[src/ioch_defs.svh]
// offsets, field positions and timing counts of the i/o channel
`ifndef IOCH_DEFS_SVH
`define IOCH_DEFS_SVH
`define IOCH_A_OCW     3'h0
`define IOCH_A_OCW_OVR 3'h1
`define IOCH_A_ODW     3'h2
`define IOCH_A_OAW     3'h3
`define IOCH_A_CFG     3'h4
`define IOCH_A_IDW     3'h0
`define IOCH_A_ISW     3'h1
`define IOCH_BLK_BIT   23
`define IOCH_DIR_BIT   22
`define IOCH_CFG_INTEG 16
`define IOCH_CFG_DUAL  17
`define IOCH_CFG_XSEQ  18
`define IOCH_STAT_OK   2'h2
`define IOCH_CLK_NS    10
`define IOCH_SLOT_NS   200
`define IOCH_TMO_NS    2000
`define IOCH_SLOT_CYC  ((`IOCH_SLOT_NS + `IOCH_CLK_NS - 1) / `IOCH_CLK_NS)
`define IOCH_TMO_CYC   (`IOCH_TMO_NS / `IOCH_CLK_NS)
`endif

[src/ioch_pkg.sv]
// types shared by the i/o channel design
package ioch_pkg;
   typedef enum logic [2:0] {
      st_idle = 3'b000,
      st_out  = 3'b001,
      st_mreq = 3'b011,
      st_bout = 3'b010,
      st_send = 3'b110,
      st_xout = 3'b111
   } ioch_st_t;
   typedef enum logic [1:0] {
      k_cmd  = 2'h0,
      k_data = 2'h1,
      k_addr = 2'h2,
      k_wc   = 2'h3
   } ioch_kind_t;
   typedef struct packed {
      logic        accepted;
      logic        data_avail;
      logic        xfer_req;
      logic        unit_ready;
      logic        dir_in;
      logic [19:0] unit_addr;
      logic [23:0] in_data;
      logic [23:0] status;
   } ioch_uin_t;
   typedef struct packed {
      ioch_st_t    st;
      ioch_kind_t  kind;
      logic        busy;
      logic        blk;
      logic        bin;
      logic        integ;
      logic        dual;
      logic        xseq;
      logic        xs;
      logic        half;
      logic        aw_done;
      logic        ready;
      logic [23:0] rdata;
      logic [23:0] out_word;
      logic        cmd_here;
      logic        data_here;
      logic        addr_here;
      logic        wc_here;
      logic        data_acc;
      logic        pend_acc;
      logic        send;
      logic        mem_req;
      logic        mem_we;
      logic [19:0] mem_addr;
      logic [47:0] mem_wdata;
      logic [19:0] xfer_addr;
      logic [15:0] word_cnt;
      logic        slot;
      logic [7:0]  slot_cnt;
      logic [7:0]  tmo;
      logic [1:0]  stat_cnt;
      logic        acc_q;
      logic        dav_q;
   } ioch_ch_t;
endpackage

[src/ioch_prio.sv]
// memory-cycle priority matrix cell for one channel level
`timescale 1ns/1ps
module ioch_prio
   import ioch_pkg::*;
(
   input  wire logic clk,
   input  wire logic rstn,
   input  wire logic req,
   input  wire logic hi_req,
   input  wire logic grant_in,
   input  wire logic err_corr,
   output logic      granted,
   output logic      lo_inhibit
);
   logic next_inhibit;

   always_comb begin
      granted      = req & ~hi_req & grant_in & ~err_corr;
      next_inhibit = req | hi_req;
   end

   always_ff @(posedge clk) begin
      if (!rstn) begin
         lo_inhibit <= 1'b0;
      end else begin
         lo_inhibit <= next_inhibit;
      end
   end
endmodule

[src/ioch_channel.sv]
// i/o channel: cpu port, unit handshakes, block memory moves
//
// The address-and-strobe port and the placing of the registers were left to the implementer.
`timescale 1ns/1ps
`include "ioch_defs.svh"

// What this block does
// - highest requesting channel hides the memory grant from lower ones
// - busy channel refuses outputs except a command with override
// - single output loads buffer, raises its strobe, sets busy
// - unit acceptance clears busy for the next transfer
// - block output requests cycles, fetches, strobes, repeats per accept
// - data input only when data available; then word passed, accepted
// - block input captures word, accepts it, requests a store cycle
// - further store requests ignored until the write cycle ends
// - ready only when executable; override command is executed even while busy and restarts the output
// - command or data strobe answered by accept, both then released
// - status input completes with no unit handshake
// - address and word count outputs raise their own strobes
// - free channel answers a transfer request with send
// - unit input: capture word, busy, request memory write
// - unit output: memory read, then one pulse of data here
// - integral mode sends commands without handshake
// - dual mode: alternating scan slots, extended until handshake or timeout
// - dual mode input needs two recent slots; accept in next own slot
// - dual block mode pairs two 24-bit words per memory cycle
// - memory request granted unless cpu is in an error-correct cycle or a higher channel requests
module ioch_channel
   import ioch_pkg::*;
#(
   parameter int CHAN_ID  = 0,
   parameter int SLOT_CYC = `IOCH_SLOT_CYC,
   parameter int TMO_CYC  = `IOCH_TMO_CYC
)(
   input  wire logic        clk,
   input  wire logic        rstn,
   input  wire logic [2:0]  cpu_addr,
   input  wire logic [23:0] cpu_wdata,
   input  wire logic        cpu_wr,
   input  wire logic        cpu_rd,
   output logic      [23:0] cpu_rdata,
   output logic             cpu_ready,
   output logic             chan_busy,
   output logic      [23:0] unit_word,
   output logic             cmd_here,
   output logic             data_here,
   output logic             addr_here,
   output logic             wc_here,
   output logic             data_acc,
   output logic             send,
   input  wire logic        unit_accepted,
   input  wire logic        unit_data_avail,
   input  wire logic        unit_xfer_req,
   input  wire logic        unit_ready,
   input  wire logic        unit_dir_in,
   input  wire logic [19:0] unit_addr,
   input  wire logic [23:0] unit_in_data,
   input  wire logic [23:0] unit_status,
   output logic             mem_req,
   output logic             mem_we,
   output logic      [19:0] mem_addr,
   output logic      [47:0] mem_wdata,
   input  wire logic [47:0] mem_rdata,
   input  wire logic        mem_grant,
   input  wire logic        cpu_err_correct,
   input  wire logic        hi_req_in,
   output logic             lo_inhibit_out
);
   localparam logic [7:0] SLOT_M1 = 8'(SLOT_CYC - 1);
   localparam logic [7:0] TMO_M1  = 8'(TMO_CYC - 1);
   localparam logic       OWN_ID  = 1'(CHAN_ID);

   ioch_uin_t                    u_raw;
   ioch_uin_t                    u;
   ioch_uin_t                    next_u;
   logic [$bits(ioch_uin_t)-1:0] s1;
   logic [$bits(ioch_uin_t)-1:0] s2;
   logic [$bits(ioch_uin_t)-1:0] s3;
   ioch_ch_t                     ch;
   ioch_ch_t                     n;
   logic                         own;
   logic                         acc_rise;
   logic                         dav_rise;
   logic                         ostb;
   logic                         hold;
   logic                         slot_end;
   logic                         start_own;
   logic                         ovr;
   logic                         ok;
   logic                         last;
   logic                         stat_ok;
   logic                         grant;
   logic [19:0]                  step;
   logic [19:0]                  ntar;

   assign u_raw = '{accepted: unit_accepted, data_avail: unit_data_avail,
                    xfer_req: unit_xfer_req, unit_ready: unit_ready,
                    dir_in: unit_dir_in, unit_addr: unit_addr,
                    in_data: unit_in_data, status: unit_status};

   // three-stage pin sync, bit changes once stages two and three agree
   always_comb begin
      next_u = ioch_uin_t'((s2 & s3) | (u & (s2 | s3)));
   end

   always_ff @(posedge clk) begin
      if (!rstn) begin
         s1 <= '0;
         s2 <= '0;
         s3 <= '0;
         u  <= '0;
      end else begin
         s1 <= u_raw;
         s2 <= s1;
         s3 <= s2;
         u  <= next_u;
      end
   end

   ioch_prio u_prio (
      .clk        (clk),
      .rstn       (rstn),
      .req        (ch.mem_req),
      .hi_req     (hi_req_in),
      .grant_in   (mem_grant),
      .err_corr   (cpu_err_correct),
      .granted    (grant),
      .lo_inhibit (lo_inhibit_out)
   );

   always_comb begin
      n         = ch;
      n.ready   = 1'b0;
      n.acc_q   = u.accepted;
      n.dav_q   = u.data_avail;
      own       = ~ch.dual | (ch.slot == OWN_ID);
      acc_rise  = u.accepted & ~ch.acc_q;
      dav_rise  = u.data_avail & ~ch.dav_q;
      ostb      = ch.cmd_here | ch.data_here | ch.addr_here | ch.wc_here;
      slot_end  = ch.slot_cnt == SLOT_M1;
      hold      = ch.dual & own & (ostb | ch.data_acc) & (ch.tmo != TMO_M1);
      start_own = ch.dual & slot_end & ~hold & (ch.slot != OWN_ID);
      ovr       = cpu_wr & (cpu_addr == `IOCH_A_OCW_OVR);
      ok        = ~ch.busy | ovr;
      last      = ch.word_cnt <= 16'h0001;
      stat_ok   = ~ch.dual | (ch.stat_cnt == `IOCH_STAT_OK);
      step      = ch.dual ? 20'h00002 : 20'h00001;
      ntar      = ch.xfer_addr + step;
      // scan slot timing
      if (!slot_end) begin
         n.slot_cnt = ch.slot_cnt + 8'h01;
      end else if (hold) begin
         n.tmo = ch.tmo + 8'h01;
      end else begin
         n.slot_cnt = 8'h00;
         n.tmo      = 8'h00;
         n.slot     = ~ch.slot;
      end
      if (!ch.dual) begin
         n.stat_cnt = 2'h0;
      end else if (start_own && ch.stat_cnt != `IOCH_STAT_OK) begin
         n.stat_cnt = ch.stat_cnt + 2'h1;
      end
      if (start_own && ch.pend_acc) begin
         n.pend_acc = 1'b0;
         n.data_acc = 1'b1;
      end
      if (ch.data_acc && !u.data_avail) begin
         n.data_acc = 1'b0;
      end
      unique case (ch.st)
         st_idle: begin
            if (ch.blk && ch.bin && own && dav_rise) begin
               n.data_acc = 1'b1;
               if (ch.dual && !ch.half) begin
                  n.half             = 1'b1;
                  n.mem_wdata[47:24] = u.in_data;
               end else begin
                  n.half            = 1'b0;
                  n.mem_wdata[23:0] = u.in_data;
                  if (!ch.dual) begin
                     n.mem_wdata[47:24] = 24'h000000;
                  end
                  n.mem_req  = 1'b1;
                  n.mem_we   = 1'b1;
                  n.mem_addr = ch.xfer_addr;
                  n.st       = st_mreq;
               end
            end else if (ch.xseq && !ch.busy && u.xfer_req && !hi_req_in &&
                         !cpu_wr && !cpu_rd) begin
               n.send = 1'b1;
               n.busy = 1'b1;
               n.st   = st_send;
            end
         end
         st_out: begin
            if (own && !ostb) begin
               n.cmd_here  = ch.kind == k_cmd;
               n.data_here = ch.kind == k_data;
               n.addr_here = ch.kind == k_addr;
               n.wc_here   = ch.kind == k_wc;
            end else if (own && acc_rise) begin
               n.cmd_here  = 1'b0;
               n.data_here = 1'b0;
               n.addr_here = 1'b0;
               n.wc_here   = 1'b0;
               n.busy      = ch.blk;
               n.st        = st_idle;
               if (ch.blk && !ch.bin) begin
                  n.mem_req  = 1'b1;
                  n.mem_we   = 1'b0;
                  n.mem_addr = ch.xfer_addr;
                  n.st       = st_mreq;
               end
            end
         end
         st_mreq: begin
            if (grant) begin
               n.mem_req = 1'b0;
               if (ch.xs) begin
                  n.xs = 1'b0;
                  if (ch.mem_we) begin
                     n.busy = 1'b0;
                     n.st   = st_idle;
                  end else begin
                     n.out_word  = mem_rdata[23:0];
                     n.data_here = 1'b1;
                     n.st        = st_xout;
                  end
               end else if (ch.mem_we) begin
                  n.xfer_addr = ntar;
                  n.word_cnt  = ch.word_cnt - 16'h0001;
                  n.st        = st_idle;
                  if (last) begin
                     n.blk  = 1'b0;
                     n.busy = 1'b0;
                  end
               end else begin
                  n.mem_wdata = mem_rdata;
                  n.out_word  = ch.dual ? mem_rdata[47:24] : mem_rdata[23:0];
                  n.half      = 1'b0;
                  n.st        = st_bout;
               end
            end
         end
         st_bout: begin
            if (own && !ch.data_here) begin
               n.data_here = 1'b1;
            end else if (own && acc_rise) begin
               n.data_here = 1'b0;
               if (ch.dual && !ch.half) begin
                  n.half     = 1'b1;
                  n.out_word = ch.mem_wdata[23:0];
               end else begin
                  n.xfer_addr = ntar;
                  n.word_cnt  = ch.word_cnt - 16'h0001;
                  if (last) begin
                     n.blk  = 1'b0;
                     n.busy = 1'b0;
                     n.st   = st_idle;
                  end else begin
                     n.mem_req  = 1'b1;
                     n.mem_we   = 1'b0;
                     n.mem_addr = ntar;
                     n.st       = st_mreq;
                  end
               end
            end
         end
         st_send: begin
            if (u.unit_ready) begin
               n.send      = 1'b0;
               n.xs        = 1'b1;
               n.mem_req   = 1'b1;
               n.mem_we    = u.dir_in;
               n.mem_addr  = u.unit_addr;
               n.mem_wdata = {24'h000000, u.in_data};
               n.st        = st_mreq;
            end
         end
         st_xout: begin
            n.data_here = 1'b0;
            n.busy      = 1'b0;
            n.st        = st_idle;
         end
         default: begin
            n.st = st_idle;
         end
      endcase
      // cpu instructions, override aborts whatever runs
      if (cpu_wr && ok) begin
         if (ovr) begin
            n.busy      = 1'b0;
            n.blk       = 1'b0;
            n.st        = st_idle;
            n.cmd_here  = 1'b0;
            n.data_here = 1'b0;
            n.addr_here = 1'b0;
            n.wc_here   = 1'b0;
            n.send      = 1'b0;
            n.mem_req   = 1'b0;
            n.xs        = 1'b0;
         end
         n.ready = 1'b1;
         n.half  = 1'b0;
         unique case (cpu_addr)
            `IOCH_A_OCW, `IOCH_A_OCW_OVR: begin
               n.out_word = cpu_wdata;
               n.kind     = k_cmd;
               if (!ch.xseq) begin
                  n.blk = cpu_wdata[`IOCH_BLK_BIT];
                  n.bin = cpu_wdata[`IOCH_DIR_BIT];
               end
               if (ch.integ) begin
                  n.busy = n.blk;
                  if (n.blk && !n.bin) begin
                     n.mem_req  = 1'b1;
                     n.mem_we   = 1'b0;
                     n.mem_addr = ch.xfer_addr;
                     n.busy     = 1'b1;
                     n.st       = st_mreq;
                  end
               end else begin
                  n.busy = 1'b1;
                  n.st   = st_out;
               end
            end
            `IOCH_A_ODW: begin
               n.out_word = cpu_wdata;
               n.kind     = (ch.xseq && ch.aw_done) ? k_wc : k_data;
               n.aw_done  = 1'b0;
               n.busy     = 1'b1;
               n.st       = st_out;
            end
            `IOCH_A_OAW: begin
               n.xfer_addr = cpu_wdata[19:0];
               if (ch.xseq) begin
                  n.out_word = cpu_wdata;
                  n.kind     = k_addr;
                  n.aw_done  = 1'b1;
                  n.busy     = 1'b1;
                  n.st       = st_out;
               end
            end
            `IOCH_A_CFG: begin
               n.word_cnt = cpu_wdata[15:0];
               n.integ    = cpu_wdata[`IOCH_CFG_INTEG];
               n.dual     = cpu_wdata[`IOCH_CFG_DUAL];
               n.xseq     = cpu_wdata[`IOCH_CFG_XSEQ];
            end
            default: begin
               n.ready = 1'b0;
            end
         endcase
      end
      if (cpu_rd) begin
         n.rdata = 24'h000000;
         unique case (cpu_addr)
            `IOCH_A_IDW: begin
               if (!ch.busy && !ch.blk && u.data_avail && !ch.data_acc &&
                   !ch.pend_acc && stat_ok) begin
                  n.rdata = u.in_data;
                  n.ready = 1'b1;
                  if (ch.dual) begin
                     n.pend_acc = 1'b1;
                  end else begin
                     n.data_acc = 1'b1;
                  end
               end
            end
            `IOCH_A_ISW: begin
               if (stat_ok) begin
                  n.rdata = u.status;
                  n.ready = 1'b1;
               end
            end
            `IOCH_A_CFG: begin
               n.rdata = {ch.busy, ch.blk, ch.bin, ch.integ, ch.dual,
                          ch.xseq, ch.stat_cnt, ch.word_cnt};
               n.ready = 1'b1;
            end
            default: begin
               n.rdata = 24'h000000;
            end
         endcase
      end
   end

   always_ff @(posedge clk) begin
      if (!rstn) begin
         ch <= '0;
      end else begin
         ch <= n;
      end
   end

   assign cpu_rdata = ch.rdata;
   assign cpu_ready = ch.ready;
   assign chan_busy = ch.busy;
   assign unit_word = ch.out_word;
   assign cmd_here  = ch.cmd_here;
   assign data_here = ch.data_here;
   assign addr_here = ch.addr_here;
   assign wc_here   = ch.wc_here;
   assign data_acc  = ch.data_acc;
   assign send      = ch.send;
   assign mem_req   = ch.mem_req;
   assign mem_we    = ch.mem_we;
   assign mem_addr  = ch.mem_addr;
   assign mem_wdata = ch.mem_wdata;
endmodule

[config.mk]
export PLATFORM = sky130hd
export DESIGN_NAME = ioch_channel
export DESIGN_NICKNAME = d
export VERILOG_FILES = /design/src/ioch_pkg.sv /design/src/ioch_prio.sv /design/src/ioch_channel.sv
export VERILOG_INCLUDE_DIRS = /design/src
export SDC_FILE = /design/constraint.sdc
export NUM_CORES = 1
export LEC_CHECK = 0
export BUFFER_PORTS_ARGS = -buffer_cell sky130_fd_sc_hd__buf_2
export CORE_UTILIZATION = 50
export DETAILED_ROUTE_END_ITERATION = 16
export GPL_ROUTABILITY_DRIVEN = 0
export HOLD_SLACK_MARGIN = 0.02
export PLACE_DENSITY = 0.74
export SYNTH_ARGS = -nofsm -noshare
export SYNTH_HDL_FRONTEND = slang
export SYNTH_SLANG_ARGS = --single-unit
[constraint.sdc]
create_clock -name clk -period 3.2 [get_ports clk]
set_clock_uncertainty 0.1 [all_clocks]
set_input_delay 0.16 -clock clk [delete_from_list [all_inputs] [get_ports clk]]
set_output_delay 0.16 -clock clk [all_outputs]
set_load 0.005 [all_outputs]
* Word level (Yosys, flattened, before mapping) *
Cells that the tools add are included.

storage, ports and cells
  bits of input ports = 155
  output and inout port bits = 127
  register bits after elaboration = 490
  logic and storage cells = 311

cells by class
  order comparisons = 1
  eq/ne operators = 28
  add/sub/neg operators = 5
  muxes and demuxes = 141
  reductions and logical operators = 57
  bitwise gates (word level) = 33

operators with widths
  cell                                  number
  2-to-1 mux 24 bit                     12
  2-to-1 mux 22 bit                     11
  2-to-1 mux 36 bit                     5
  2-to-1 mux 84 bit                     2
  AND 73 bit                            2
  bitwise OR 73 bit                     2
  one-hot mux 48 bit (3 select lines)   1
  one-hot mux 24 bit (2 select lines)   2
  one-hot mux 21 bit (4 select lines)   1
  2-to-1 mux 25 bit                     3
  one-hot mux 24 bit (3 select lines)   1
  one-hot mux 36 bit (2 select lines)   1
  2-to-1 mux 71 bit                     1
  2-to-1 mux 70 bit                     1
  2-to-1 mux 2 bit                      26
  2-to-1 mux 3 bit                      16
  2-to-1 mux 48 bit                     1
  2-to-1 mux 1 bit                      34
  2-to-1 mux 28 bit                     1
  logical AND 1 bit                     24
  2-to-1 mux 8 bit                      3
  != test 2 bit, second input constant  12
  2-to-1 mux 23 bit                     1
  adder 20 x 2 -> 20 bit                1
  38 further kinds                      101

* Logic depth before layout (Yosys ltp) *
  word-level depth = 22
  gate-level depth with buffers = 10

* Hierarchy *
Synthesis repeated with hierarchy kept, for this count alone.

unflattened totals
  cells, all modules = 2114
  area total of the unflattened synthesis = 19600.0 um2

by module, submodules not included
  module        area an instance (um2)  instances  seq. area each (um2)  cells each
  ioch_channel  19560.0                 1          9789.4                2111
  ioch_prio     40.0                    1          20.0                  3

* Worst setup path before layout *
OpenSTA, ideal clock, no wires.

  path type = reg-to-reg
  start = register ch[187] (netlist bit)
  end = register ch, in the netlist mem_addr[14]
  data required time = 2.980 ns
  period minus slack after synthesis = 2.682 ns
  arrival time = 2.462 ns
  cell stages (with the launch flop) = 11
  setup time = 0.120 ns
  setup slack = 0.518 ns
  path through = dfxtp_1 buf_2 inv_1 ha_1 fa_1 and4_1 nand4_1 a2111oi_0 a221oi_1 a311oi_1 a211o_1

on the way
  longest elaborated chain between the ends = 15
  elaborated cells on any way between the ends = 32

RTL lines
  element                                                          line                 source
  from (decl)                                                      ioch_channel.sv:79   ioch_ch_t ch;
  from (signal assigned)                                           ioch_channel.sv:393  ch <= n;
  branches (longest 14 deep; another with adder 20 x 2 -> 20 bit)  n/a
  2-to-1 mux 23 bit *                                              ioch_channel.sv:291  if (cpu_wr && ok) begin

Every way passes the cells marked *. The select of a mux whose other input is x is not followed.
A chain may end at the register's enable or synchronous reset.

* Worst setup path after layout *
  start = register ch, in the netlist data_here
  end = register ch, in the netlist unit_word[20]

on the way
  longest elaborated chain between the ends = 7

RTL lines
  element                                line                 source
  zero test 1 bit *                      ioch_channel.sv:247  if (own && !ch.data_here) begin
  logical AND 1 bit *                    ioch_channel.sv:247
  2-to-1 mux 24 bit *                    ioch_channel.sv:247
  one-hot mux 24 bit (2 select lines) *  ioch_channel.sv:171  unique case (ch.st)
  2-to-1 mux 24 bit                      ioch_channel.sv:337  if (ch.xseq) begin
  one-hot mux 24 bit (2 select lines)    ioch_channel.sv:306  unique case (cpu_addr)
  2-to-1 mux 28 bit *                    ioch_channel.sv:291

Every way passes the cells marked *; elsewhere a longest branch is shown, timed or not.

==> flow_summary.toml <==
[critical_path]
ff2ff_path_depth = 7
crit_required_ns = 3.60
worstReg2RegEnd = "unit_word[20]"
crit_arrival_ns = 3.46
start_kind = "register"
r2r-start = "data_here"
crit_fanout = 24
r2r_slack_ns = 0.14
crit_path_end = "unit_word[20]"
end_kind = "register"
crit_start = "data_here"
critPathKind = "register to register"

[synthesis]
syn_nets = 2314
avgSynthCellArea_sq_um = 9.28
synth_edf_count = 0
synth_cells = 2151
synth_top_family_by_area = "compound AO/OA/AOI/OAI gates"
synth_seq_area_share_pct = 49.1
muxShareOfSynthArea_pct = 1.65
synthArstFlopShare_pct = 0
synth_area_sq_um = 20000
synth-adder-area-share_pct = 0.539
yosys_warnings = 0
dominantRegCellSynth = "dfxtp_1"
synth-simple-area-share_pct = 18.6
synth_seq_cells = 490
synthXorXnorAreaFrac_pct = 2.06
synth_compound_area_share_pct = 20.0
ys_types = 86

[pwr]
ir_drop_v = 0.000442
powerDensity_nw_per_um2 = 558
leakagePower_nw = 9.36
total_power_mw = 13.5

[route]
vias_per_cell = 5.86
vias = 17500
wirelength_microns = 61400
route.detailed.drc = 0
wl_per_cell_microns = 20.6
ant_nets = 0
drtIter0Drc = 2270
firstDrtPassIters = 8

[floorplanning]
die_area_sq_um = 40700
die-width_microns = 202
die_h_microns = 202
start_util_pct = 51.2
core_sq_um = 39000
io_pins = 282
rows = 72

[sta]
setup_slack_ns = 0.140
worst_pin_slew_ns = 1.15
fmax_mhz = 327
finalCritPeriodShare_pct = 95.6
rsz0062_at_grt = "no"
period_minus_slack_ns = 3.06
holdWs_ns = 0.0833
finalHoldViolCount = 0
max_slew_margin_pct = 23.6
slew_viol_final = 0
tns_ns = 0
setup_viol = 0

[place]
numPortBuffers = 281
post_dp_cell_area_sq_um = 20900
detailed_place_hpwl_microns = 42300
pre_cts_ws_ns = 0.231

[clock_network]
cts.htree.levels = 2
clock_tree.root_cell = "clkbuf_16"
clock_path_buffers = 3
cts_sinks = 490
cts_made_buffers = 49
cts_tree = "done"
clk_pin_slew_ns = 0.07
clkLatencyLatePin_ns = 0.61

[layout]
nets = 2587
drive_gt1_share_pct = 18.8
final_common_cell = "dfxtp_1"
mostFrequentLayoutCells = "488 x dfxtp_1, 280 x buf_2, 248 x and2_1"
area_growth_pct = 21.3
final_cell_area_sq_um = 24200

[grt]
grt_max_degree = 230
grt_pass1_vias = 16600
grt_pass1_wl_microns = 93800
antenna_found_initial = 2
overflow = 0
track_usage_pct = 29.4

[min_path]
hp-class = "primary input to register"

[status]
status = "complete, no violations"

[run]
cap_viol_max_count = 0
==> state kept, by name (all words and copies together) (netlist names), 2 cells and up <==
register,flops
cpu_rdata,24
u,71
mem_addr,20
ch,71
s3,73
unit_word,24
s2,73
s1,73
mem_wdata,48
n,2
==> per-layer routing <==
| metal | track usage [%] | routed length, microns | up-vias |
|---|---|---|---|
| li1 | - | - | 8075 |
| met1 | 39.7 | 25900 | 8198 |
| met2 | 45.6 | 27200 | 1038 |
| met3 | 5.90 | 5940 | 184 |
| met4 | 12.4 | 2350 | 0 |
| met5 | 0 | 0 | - |
==> where the power goes <==
group | switching, mW | total, mW | internal (mW)
clock network | 2.47 | 5.88 | 3.41
registers | 0.184 | 6.53 | 6.34
logic | 0.584 | 1.10 | 0.513
==> worst max-delay path, stage by stage, from the launching register on <==
cell and delay [ns]:
dfxtp_1 0.44, nand3b_1 0.38, nor4_1 0.63, o21ai_2 0.12
buf_4 0.25, a222oi_1 0.26, a211oi_1 0.13, dlygate4sd3_1 0.63
==> kinds of logic after synthesis <==
group | after synthesis
mux | 30
fa+ha+maj | 8
flops | 490
compound gates | 569
simple gates | 708
buf+inv | 299
xor+xnor | 47
==> cells in the mapped netlist, types with 7 or more instances <==
cell type	number	share of area [%]
a22oi_1	50	1.9
a211oi_1	99	3.7
nand2b_1	10	0.31
a22o_1	13	0.57
nor2b_1	9	0.28
a21oi_1	120	3.0
o2111ai_1	7	0.31
nand2_1	140	2.6
o22ai_1	26	0.81
and2_1	248	7.8
xnor2_1	29	1.3
o2bb2ai_1	8	0.35
nand3_1	29	0.73
and3_1	13	0.41
o211ai_1	10	0.38
buf_4	121	4.6
nor2_1	165	3.1
a221o_1	7	0.35
nor4_1	10	0.31
nand4_1	10	0.31
clkbuf_1	114	2.1
a222oi_1	51	2.6
nor3_1	28	0.70
mux2_2	24	1.4
inv_1	45	0.85
dfxtp_1	490	49
o21ai_0	109	2.7
buf_2	14	0.35
ha_1	7	0.44
xor2_1	18	0.79
==> cell type report <==
cell class	instances	area, sq um
Fill cell	3121	14800
Sequential cell	490	9810
Multi-Input combinational cell	1362	8600
Timing Repair Buffer	476	3300
Clock buffer	71	1450
Tap cell	518	648
Clock inverter	20	230
Inverter	45	174
Antenna cell	2	5.00
==> worst min path at each step <==
stage                                from           endpoint  slack, ns  cells after the start
after global routing            mem_grant            ch[185]       0.11                      5
after global placement    unit_status[20]             s1[20]       0.27                      2
after CTS                       mem_grant            ch[185]       0.06                      5
final                           mem_grant            ch[185]       0.08                      5
after detailed placement  unit_status[18]             s1[18]       0.27                      2
after floorplan                 hi_req_in  u_prio.lo_inhibit       0.18                      2
==> metrics by stage <==
step,utilization (%),cells
after global routing,62.1,2984
after detailed placement,53.7,2732
after floorplan,-,2151
final,62.1,2984
after global placement,53.7,2732
after CTS,62.1,2982
==> repair_timing <==
action,in CTS,in global routing
endpoints found under the hold margin,218,0
buffers inserted,0,0
setup endpoints to repair,0,3
hold buffers,159,0
gates resized for setup,0,2
(Power assumes the default switching activity.)
